`config.mk`:
```
export PLATFORM = sky130hd
export DESIGN_NAME = fss_top
export DESIGN_NICKNAME = d
export VERILOG_FILES = /design/src/common/fss_pkg.sv /design/src/common/fss_sel_if.sv /design/src/design/fss_select.sv /design/src/design/fss_top.sv
export SDC_FILE = /design/constraint.sdc
export NUM_CORES = 2
export LEC_CHECK = 0
export BUFFER_PORTS_ARGS = -buffer_cell sky130_fd_sc_hd__clkbuf_2
export CORE_MARGIN = 2
export CORE_UTILIZATION = 50
export DETAILED_ROUTE_END_ITERATION = 7
export HOLD_SLACK_MARGIN = 0.03
export PLACE_DENSITY = 0.66
export SLEW_MARGIN = 30
export SYNTH_ARGS = -nofsm -noshare
export SYNTH_HDL_FRONTEND = slang
export SYNTH_SLANG_ARGS = --single-unit
```
`constraint.sdc`:
```
create_clock -name clk -period 25.4 [get_ports clk]
set_clock_uncertainty 0.1 [all_clocks]
set_input_delay 3.81 -clock clk [delete_from_list [all_inputs] [get_ports clk]]
set_output_delay 3.81 -clock clk [all_outputs]
set_load 0.02 [all_outputs]
```
`src/common/fss_pkg.sv`:
```
package fss_pkg;
	// Speed words are signed rpm
	localparam int SPW = 16;
	typedef logic signed [SPW-1:0] fss_speed_t;

	// Register byte offsets on the APB port
	localparam logic [7:0] OFF_MODE = 8'h00;
	localparam logic [7:0] OFF_FIELDBUS = 8'h04;
	localparam logic [7:0] OFF_SEL_SRC = 8'h08;
	localparam logic [7:0] OFF_JOG_SRC = 8'h0c;
	localparam logic [7:0] OFF_JOG_SPD = 8'h10;
	localparam logic [7:0] OFF_LIMITS = 8'h14;
	localparam logic [7:0] OFF_RAMP = 8'h18;
	localparam logic [7:0] OFF_STATUS = 8'h1c;
	localparam logic [1:0] TBL_REGION = 2'h1;

	// Mode select values
	localparam logic [7:0] MODE_DIRECT = 8'h01;
	localparam logic [7:0] MODE_BINARY = 8'h02;

	// Signal source codes: high nibble picks the word, low nibble the bit
	localparam logic [3:0] SRC_OFF = 4'h0;
	localparam logic [3:0] SRC_DIN = 4'h1;
	localparam logic [3:0] SRC_FB = 4'h2;

	// Reset values
	localparam logic [7:0] RST_MODE = MODE_DIRECT;
	localparam logic [31:0] RST_SEL_SRC = 32'h00151413;
	localparam logic [15:0] RST_JOG_SRC = 16'h0000;
	localparam logic [15:0] RST_JOG_SPD = 16'h0096;
	localparam logic [15:0] RST_FIX_SPD = 16'h0000;
	localparam logic [15:0] RST_MIN_SPD = 16'h0000;
	localparam logic [15:0] RST_MAX_SPD = 16'h05dc;
	localparam logic [15:0] RST_RAMP_STEP = 16'h0001;

	// Field positions
	localparam int LIM_MAX_LSB = 16;
	localparam int JOG2_LSB = 16;
	localparam int ST_LSB = 16;
	localparam int SELV_LSB = 20;

	// Ramp tick timing
	localparam int CLK_MHZ = 125;
	localparam int TICK_US = 1000;
	localparam int TICK_CYC = TICK_US * CLK_MHZ;

	typedef enum logic [1:0] {ST_OFF, ST_ON, ST_JOG1, ST_JOG2} fss_state_t;
endpackage

```
`src/common/fss_sel_if.sv`:
```
`timescale 1ns/1ns
interface fss_sel_if;
	logic [3:0] sel;
	logic binMode;
	fss_pkg::fss_speed_t tbl [16];
	fss_pkg::fss_speed_t total;

	modport ctrl(output sel, output binMode, output tbl, input total);
	modport calc(input sel, input binMode, input tbl, output total);
endinterface

```
`src/design/fss_select.sv`:
```
`timescale 1ns/1ns
module fss_select (
	// Selection signals, table and result
	fss_sel_if.calc s
);
	// Direct mode sums, binary mode indexes; result saturates to 16 bits
	always_comb begin
		logic signed [17:0] acc;
		acc = '0;
		if (s.binMode) begin
			acc = 18'(s.tbl[s.sel]);
		end else begin
			for (int i = 0; i < 4; i++) begin
				if (s.sel[i]) begin
					acc = acc + 18'(s.tbl[i]);
				end
			end
		end
		// In direct mode nothing selected leaves acc at zero speed; binary mode with sel at zero picks entry 0
		if (acc > 18'sh07fff) begin
			s.total = 16'sh7fff;
		end else if (acc < -18'sh08000) begin
			s.total = -16'sh8000;
		end else begin
			s.total = acc[15:0];
		end
	end
endmodule

```
`src/design/fss_top.sv`:
```
// Design decisions made here: the APB interface to the registers and the address map.
`timescale 1ns/1ns
// Functional notes
// - Sixteen fixed setpoints, selected from digital inputs or fieldbus bits.
// - Direct mode: each signal owns one setpoint; active ones are summed.
// - Binary mode: each signal combination picks one setpoint.
// - Mode value one means direct selection, and is the reset default.
// - The four direct setpoints reset to zero speed.
// - Sources of setpoints one to three default to digital inputs 3-5.
// - Source value zero is always inactive; fourth source defaults to it.
// - Jog is ignored while the motor runs; partner jogs only when off.
// - Jog switches motor on to jog speed; releasing it switches off.
// - Two jog command sources, each defaulting to inactive zero.
// - Each jog has its own speed, both defaulting to 150 rpm.
// - Chosen setpoint is clamped to min/max speed and ramped.
module fss_top #(
	parameter int TICK_CYCLES = fss_pkg::TICK_CYC
) (
	// Clock and reset
	input wire logic clk,
	input wire logic rst,
	// APB slave
	input wire logic psel,
	input wire logic penable,
	input wire logic pwrite,
	input wire logic [7:0] paddr,
	input wire logic [31:0] pwdata,
	input wire logic [3:0] pstrb,
	output logic [31:0] prdata,
	output logic pready,
	output logic pslverr,
	// Pins
	input wire logic onCmd,
	input wire logic [15:0] digIn,
	// Towards motor control
	output fss_pkg::fss_speed_t speedSetpoint,
	output logic motorOn,
	output logic jogActive
);
	// Byte-lane merge of a write into an old word
	function automatic logic [31:0] mergeStrb(input logic [31:0] old,
		input logic [31:0] wd, input logic [3:0] st);
		logic [31:0] r;
		r = old;
		for (int i = 0; i < 4; i++) begin
			if (st[i]) begin
				r[i*8 +: 8] = wd[i*8 +: 8];
			end
		end
		return r;
	endfunction

	// Resolve one signal source code to a bit
	function automatic logic srcBit(input logic [7:0] src,
		input logic [15:0] din, input logic [15:0] fb);
		logic b;
		b = 1'b0;
		if (src[7:4] == fss_pkg::SRC_DIN) begin
			b = din[src[3:0]];
		end else if (src[7:4] == fss_pkg::SRC_FB) begin
			b = fb[src[3:0]];
		end
		// SRC_OFF and unused codes stay low
		return b;
	endfunction

	// Clamp magnitude between min and max, keeping the sign
	function automatic fss_pkg::fss_speed_t clampSpd(
		input fss_pkg::fss_speed_t v, input logic [15:0] lo,
		input logic [15:0] hi);
		logic [16:0] mag;
		logic [16:0] lim;
		mag = v[15] ? 17'(-$signed({v[15], v})) : {1'b0, v};
		lim = mag;
		if (lim > {1'b0, hi}) begin
			lim = {1'b0, hi};
		end
		if (lim < {1'b0, lo}) begin
			lim = {1'b0, lo};
		end
		return v[15] ? 16'(-$signed(lim)) : lim[15:0];
	endfunction

	// Pin synchronisers: first stage feeds only the second
	logic [16:0] pinMeta_reg;
	logic [16:0] pinSync_reg;
	always_ff @(posedge clk or posedge rst) begin
		if (rst) begin
			pinMeta_reg <= '0;
			pinSync_reg <= '0;
		end else begin
			pinMeta_reg <= {onCmd, digIn};
			pinSync_reg <= pinMeta_reg;
		end
	end
	logic onSync;
	logic [15:0] dinSync;
	assign onSync = pinSync_reg[16];
	assign dinSync = pinSync_reg[15:0];

	// Configuration registers
	logic [7:0] mode_reg;
	logic [15:0] fieldbus_reg;
	logic [31:0] selSrc_reg;
	logic [15:0] jogSrc_reg;
	logic [31:0] jogSpd_reg;
	logic [31:0] limits_reg;
	logic [15:0] rampStep_reg;
	fss_pkg::fss_speed_t tbl_reg [16];

	// APB access phase; one wait state so every answer is from a flop
	logic access;
	logic wrFire;
	logic tblHit;
	logic [3:0] tblIdx;
	assign access = psel & penable;
	assign wrFire = access & pready & pwrite;
	assign tblHit = paddr[7:6] == fss_pkg::TBL_REGION;
	assign tblIdx = paddr[5:2];

	// Register writes take effect on the edge that completes the transfer
	always_ff @(posedge clk or posedge rst) begin
		if (rst) begin
			mode_reg <= fss_pkg::RST_MODE;
			fieldbus_reg <= '0;
			selSrc_reg <= fss_pkg::RST_SEL_SRC;
			jogSrc_reg <= fss_pkg::RST_JOG_SRC;
			jogSpd_reg <= {2{fss_pkg::RST_JOG_SPD}};
			limits_reg <= {fss_pkg::RST_MAX_SPD, fss_pkg::RST_MIN_SPD};
			rampStep_reg <= fss_pkg::RST_RAMP_STEP;
		end else if (wrFire && paddr[1:0] == 2'h0) begin
			unique case (paddr)
				fss_pkg::OFF_MODE:
					mode_reg <= 8'(mergeStrb(32'(mode_reg), pwdata, pstrb));
				fss_pkg::OFF_FIELDBUS:
					fieldbus_reg <= 16'(mergeStrb(32'(fieldbus_reg),
						pwdata, pstrb));
				fss_pkg::OFF_SEL_SRC:
					selSrc_reg <= mergeStrb(selSrc_reg, pwdata, pstrb);
				fss_pkg::OFF_JOG_SRC:
					jogSrc_reg <= 16'(mergeStrb(32'(jogSrc_reg),
						pwdata, pstrb));
				fss_pkg::OFF_JOG_SPD:
					jogSpd_reg <= mergeStrb(jogSpd_reg, pwdata, pstrb);
				fss_pkg::OFF_LIMITS:
					limits_reg <= mergeStrb(limits_reg, pwdata, pstrb);
				fss_pkg::OFF_RAMP:
					rampStep_reg <= 16'(mergeStrb(32'(rampStep_reg),
						pwdata, pstrb));
				default: begin
				end
			endcase
		end
	end

	// Fixed setpoint table; entries 0-3 serve direct mode
	always_ff @(posedge clk or posedge rst) begin
		if (rst) begin
			for (int i = 0; i < 16; i++) begin
				tbl_reg[i] <= fss_pkg::RST_FIX_SPD;
			end
		end else if (wrFire && tblHit && paddr[1:0] == 2'h0) begin
			tbl_reg[tblIdx] <= 16'(mergeStrb(32'(tbl_reg[tblIdx]),
				pwdata, pstrb));
		end
	end

	// Selection and jog signals resolved through their sources
	logic [3:0] sel_reg;
	logic [1:0] jog_reg;
	always_ff @(posedge clk or posedge rst) begin
		if (rst) begin
			sel_reg <= '0;
			jog_reg <= '0;
		end else begin
			for (int i = 0; i < 4; i++) begin
				sel_reg[i] <= srcBit(selSrc_reg[i*8 +: 8], dinSync,
					fieldbus_reg);
			end
			for (int j = 0; j < 2; j++) begin
				jog_reg[j] <= srcBit(jogSrc_reg[j*8 +: 8], dinSync,
					fieldbus_reg);
			end
		end
	end

	// Setpoint selection in its own module
	fss_sel_if selBus();
	assign selBus.sel = sel_reg;
	assign selBus.binMode = mode_reg == fss_pkg::MODE_BINARY;
	assign selBus.tbl = tbl_reg;
	fss_select uSelect (
		.s(selBus.calc)
	);

	// Total is registered to keep the adder off the ramp path
	fss_pkg::fss_speed_t total_reg;
	always_ff @(posedge clk or posedge rst) begin
		if (rst) begin
			total_reg <= '0;
		end else begin
			total_reg <= selBus.total;
		end
	end

	// Motor on/off with jog; jog only starts from the off state
	fss_pkg::fss_state_t state_reg;
	fss_pkg::fss_state_t state_next;
	always_comb begin
		state_next = state_reg;
		unique case (state_reg)
			fss_pkg::ST_OFF: begin
				if (onSync) begin
					state_next = fss_pkg::ST_ON;
				end else if (jog_reg[0]) begin
					state_next = fss_pkg::ST_JOG1;
				end else if (jog_reg[1]) begin
					state_next = fss_pkg::ST_JOG2;
				end
			end
			fss_pkg::ST_ON: begin
				// Jog requests are not looked at here
				if (!onSync) begin
					state_next = fss_pkg::ST_OFF;
				end
			end
			fss_pkg::ST_JOG1: begin
				if (!jog_reg[0]) begin
					state_next = fss_pkg::ST_OFF;
				end
			end
			fss_pkg::ST_JOG2: begin
				if (!jog_reg[1]) begin
					state_next = fss_pkg::ST_OFF;
				end
			end
		endcase
	end

	always_ff @(posedge clk or posedge rst) begin
		if (rst) begin
			state_reg <= fss_pkg::ST_OFF;
		end else begin
			state_reg <= state_next;
		end
	end

	// Target speed: fixed total, one of two jog speeds, or zero when off
	fss_pkg::fss_speed_t target;
	always_comb begin
		unique case (state_reg)
			fss_pkg::ST_ON:
				target = total_reg;
			fss_pkg::ST_JOG1:
				target = jogSpd_reg[15:0];
			fss_pkg::ST_JOG2:
				target = jogSpd_reg[fss_pkg::JOG2_LSB +: 16];
			default:
				target = '0;
		endcase
	end

	// Clamp only while running, so switching off ramps down to zero
	fss_pkg::fss_speed_t clamped;
	assign clamped = (state_reg == fss_pkg::ST_OFF) ? '0 :
		clampSpd(target, limits_reg[15:0],
		limits_reg[fss_pkg::LIM_MAX_LSB +: 16]);

	// Ramp tick divider
	localparam int TW = $clog2(TICK_CYCLES + 1);
	logic [TW-1:0] tickCnt_reg;
	logic tick_reg;
	always_ff @(posedge clk or posedge rst) begin
		if (rst) begin
			tickCnt_reg <= '0;
			tick_reg <= 1'b0;
		end else if (tickCnt_reg == TW'(TICK_CYCLES - 1)) begin
			tickCnt_reg <= '0;
			tick_reg <= 1'b1;
		end else begin
			tickCnt_reg <= tickCnt_reg + 1'b1;
			tick_reg <= 1'b0;
		end
	end

	// Ramp: move toward the clamped target by at most one step per tick
	logic signed [17:0] diff;
	logic signed [17:0] step;
	assign diff = 18'(clamped) - 18'(speedSetpoint);
	assign step = {2'b00, rampStep_reg};
	always_ff @(posedge clk or posedge rst) begin
		if (rst) begin
			speedSetpoint <= '0;
		end else if (tick_reg) begin
			if (diff > step) begin
				speedSetpoint <= 16'(18'(speedSetpoint) + step);
			end else if (diff < -step) begin
				speedSetpoint <= 16'(18'(speedSetpoint) - step);
			end else begin
				speedSetpoint <= clamped;
			end
		end
	end

	// Motor state outputs straight from flops
	always_ff @(posedge clk or posedge rst) begin
		if (rst) begin
			motorOn <= 1'b0;
			jogActive <= 1'b0;
		end else begin
			motorOn <= state_next != fss_pkg::ST_OFF;
			jogActive <= state_next == fss_pkg::ST_JOG1 ||
				state_next == fss_pkg::ST_JOG2;
		end
	end

	// Read mux and error decode
	logic [31:0] rdNext;
	logic errNext;
	always_comb begin
		rdNext = '0;
		errNext = 1'b0;
		if (paddr[1:0] != 2'h0) begin
			errNext = 1'b1;
		end else if (tblHit) begin
			rdNext = 32'(unsigned'(tbl_reg[tblIdx]));
		end else begin
			unique case (paddr)
				fss_pkg::OFF_MODE:
					rdNext = 32'(mode_reg);
				fss_pkg::OFF_FIELDBUS:
					rdNext = 32'(fieldbus_reg);
				fss_pkg::OFF_SEL_SRC:
					rdNext = selSrc_reg;
				fss_pkg::OFF_JOG_SRC:
					rdNext = 32'(jogSrc_reg);
				fss_pkg::OFF_JOG_SPD:
					rdNext = jogSpd_reg;
				fss_pkg::OFF_LIMITS:
					rdNext = limits_reg;
				fss_pkg::OFF_RAMP:
					rdNext = 32'(rampStep_reg);
				fss_pkg::OFF_STATUS: begin
					rdNext[15:0] = speedSetpoint;
					rdNext[fss_pkg::ST_LSB +: 2] = state_reg;
					rdNext[fss_pkg::SELV_LSB +: 4] = sel_reg;
				end
				default:
					errNext = 1'b1;
			endcase
		end
		// Status is read-only; a write to it is refused
		if (pwrite && paddr == fss_pkg::OFF_STATUS) begin
			errNext = 1'b1;
		end
	end

	// APB answer one cycle into the access phase
	always_ff @(posedge clk or posedge rst) begin
		if (rst) begin
			pready <= 1'b0;
			prdata <= '0;
			pslverr <= 1'b0;
		end else begin
			pready <= access & ~pready;
			pslverr <= access & ~pready & errNext;
			if (access && !pready && !pwrite) begin
				prdata <= rdNext;
			end
		end
	end
endmodule

```
==> summary.log <==
[clock_tree] number of buffers inserted to repair setup after CTS 0
[clock_tree] number of buffers created by CTS 60
[die] placeable core region 0.0687 sq mm
[global_route] vias in the first global route 27200
[synthesis] Mapped Nets 3627
[pwr] P_leak 0.0168 uW
[sta] time the worst path needs with I/O delays and setup 13.42 ns
[sta] Max Freq 0.0745 GHz
[setup_path] highest fanout seen on the critical path 26
[synthesis] Post-Synthesis Cells 3396
[setup_path] cell seen most often among critical-path stages ha_1
[clock_tree] clock slew seen by the registers of the worst setup and hold paths 0.07 ns
[synthesis] synthesized flop and latch total 536
[layout] number of nets in the layout 3654
[drt] detailed router's first-iteration violation count 3589
[setup_path] largest stage delay on the critical path 0.99 ns
[global_route] global-route wire length before repair 174 mm
[synthesis] cell types occupying the most area after synthesis dfrtp_1 (37%), mux4_2 (14%), ha_1 (5.7%)
[die] die outline height 268 um
[setup_path] crit start category register
[drt] Routed WL per cell 26.1 um
[clock_tree] worst-case clock buffer depth 3
[flow_run] max capacitance violation total 0
[setup_path] Worst Setup End Kind register
[placed_design] post-placement cell area 0.0362 sq mm
[global_route] largest net degree at the start of global routing 170
[layout] final non-filler cell area 0.0385 sq mm
[synthesis] xor-xnor portion of the synthesized cell area 2.61%
[global_route] number of antenna violations at the first check in global routing 2
[pwr] Power Dens Cells 50.9 mW/mm^2
[synthesis] top_reg_cell synth dfrtp_1
[synthesis] area share of the leading cell type in the synthesized netlist 36.8%
[synthesis] ys async rst share 100%
[setup_path] Crit path required time 25.84 ns
[die] Cell Rows 96
[pwr] overall power 1960 uW
[drt] DRC violations left 0
[drt] number of vias per cell 6.48
[synthesis] area share of fa/ha/maj cells after synthesis 6.07%
[status] result of the run complete, no violations
[sta] total count of max-transition violations in the final report 0
[layout] Area growth, synth to finish 10.9%
[clock_tree] clock tree from TritonCTS done
[sta] max_slew headroom 32.1%
[synthesis] syn avg cell area 10.2 sq um
[global_route] Overall Global Routing Usage 32.4%
[layout] flip-flop count of the largest register after layout 256
[sta] final cycle utilization of the critical path 52.8%
[placed_design] worst setup slack before clock tree synthesis 12.26 ns
[drt] total vias in the final route 28600
[sta] hold violation count in the final report 0
[synthesis] sequential area share after synthesis 38.7%
[synthesis] Compound-Gate Fraction of Synth Area 16.4%
[clock_tree] library cell used as clock root buffer clkbuf_16
[synthesis] Yosys warnings 0
[layout] proportion of layout cells with a drive suffix above 1 20.9%
[drt] Final Routed Wirelength 115 mm
[synthesis] cell taking the most area after synthesis dfrtp_1
[placed_design] routability congestion estimate 0.970
[synthesis] Post-synth EDFFs 0
[pwr] IR Drop Worst-Case VDD 0.0554 mV
[die] Die Footprint 0.0716 sq mm
[drt] residual antenna-violating net count after detailed routing 0
[clock_tree] number of hold-repair buffers added at the cts stage 0
[die] Starting Density 50.5%
[setup_path] start-to-end type of the worst setup path reg2reg
[drt] total iterations of the first detailed-routing run 6
[sta] accumulated negative setup slack 0 ns
[global_route] total congestion overflow after global routing 0
[placed_design] final HPWL from detailed placement 81.7 mm
[synthesis] number of distinct library cell variants in the gate-level netlist after synthesis 97
[synthesis] post-synthesis mux area share 20.5%
[sta] count of final setup violators 0
[synthesis] simple logic cell fraction of the synthesized area 11.9%
[synthesis] Netlist Area Pre-Place 0.0347 sq mm
[sta] setup repair after global routing missed its margin false
[synthesis] largest family of logic cells by synthesized area multiplexers
[die] boundary pin count 118
[setup_path] slowest stage cell on the critical path dfrtp_1
[clock_tree] H-tree Lvls 2
[clock_tree] number of sinks driven by the clock tree 536
[min_path] class of the worst hold path reg2reg
[layout] multi-input combinational cell area 0.0201 sq mm
[placed_design] I/O Buffers 117
[die] horizontal die dimension 268 um
[layout] most frequent standard cell in the layout excluding fill and tap cells dfrtp_1
[clock_tree] Clk Latency, worst-skew pair 0.66 ns
[layout] layout filler cell count 5988
[sta] final setup slack of the worst path 11.98 ns
[layout] area occupied by registers 0.0135 sq mm
[layout] most used cells in the layout excluding fill and tap cells dfrtp_1 (507), nand2_1 (404), o21ai_0 (390)
[sta] Least-Margin Pin Slew 1.01 ns
[setup_path] Arr. time, crit path 13.87 ns
[clock_tree] number of gates resized after CTS 0
[sta] worst-case hold slack 0.245 ns
[final cells by class]
cell class / count / area share [%]
antenna: 2 / 0.0130
clock buffer: 71 / 4.24
clock inverter: 43 / 1.63
inverter: 139 / 1.37
multi-input combinational: 2513 / 52.1
sequential: 536 / 34.9
tap: 931 / 3.02
timing repair buffer: 173 / 2.74
[cell usage after synthesis, types with 25 or more instances]
cell / count
xnor2_1: 69
mux2_2: 133
nor3_1: 52
dfrtp_1: 511
o21ai_0: 390
a21oi_1: 169
inv_1: 138
nor2_1: 214
clkbuf_1: 175
mux4_2: 220
a22oi_1: 34
a21o_1: 39
and2_1: 25
mux2i_1: 62
ha_1: 159
nand2_1: 408
dfstp_2: 25
xor2_1: 29
nand3_1: 65
[cells by family after synthesis]
family / Yosys count
xor+xnor: 100
simple gates: 916
fa+ha+maj: 165
compound gates: 913
mux: 419
flops: 536
buf+inv: 347
[path summary, 6_finish.rpt]
| kind | depth (start not counted) | slack, ns | startpoint | to |
|---|---|---|---|---|
| min reg2reg | 0 | 0.24 | pinMeta_reg[1] | pinSync_reg[1] |
| max in group asynchronous | 5 | 19.41 | rst | selBus.tbl[10] |
| min in group asynchronous | 2 | 3.19 | rst | speedSetpoint[6] |
| max reg2reg | 45 | 11.98 | state_reg[1] | speedSetpoint[0] |
| max | 45 | 11.98 | state_reg[1] | speedSetpoint[0] |
| min | 0 | 0.24 | pinMeta_reg[1] | pinSync_reg[1] |
[power breakdown]
group | internal (uW) | switching [uW]
combinational | 35.5 | 76.4
clock | 595 | 387
sequential | 859 | 5.34
total | 1490 | 469
[metal layers]
metal	vias up	wire length [um]	GRT usage, %
li1	12600	-	-
met1	14200	47900	46.3
met2	1435	51900	50.0
met3	255	10500	5.02
met4	0	4780	12.3
met5	-	0	0
[critical path, delay by kind of cell (launching register included)]
family,cells,cell delay [ns]
AO/OA/AOI/OAI,19,4.91
AND/OR/NAND/NOR,10,2.84
adder cells (fa/ha/maj),6,1.70
multiplexers,4,1.64
flip-flops,1,0.99
buffers and inverters,4,0.62
XOR/XNOR,2,0.45
[metrics by stage]
| stage | instances | utilization, % |
|---|---|---|
| 4_1_cts | 4405 | 56.0 |
| 2_1_floorplan | 3396 | - |
| 6_report | 4408 | 56.1 |
| 3_3_place_gp | 4291 | 52.6 |
| 3_5_place_dp | 4291 | 52.7 |
| 5_1_grt | 4406 | 56.1 |
(Power assumes the default switching activity.)
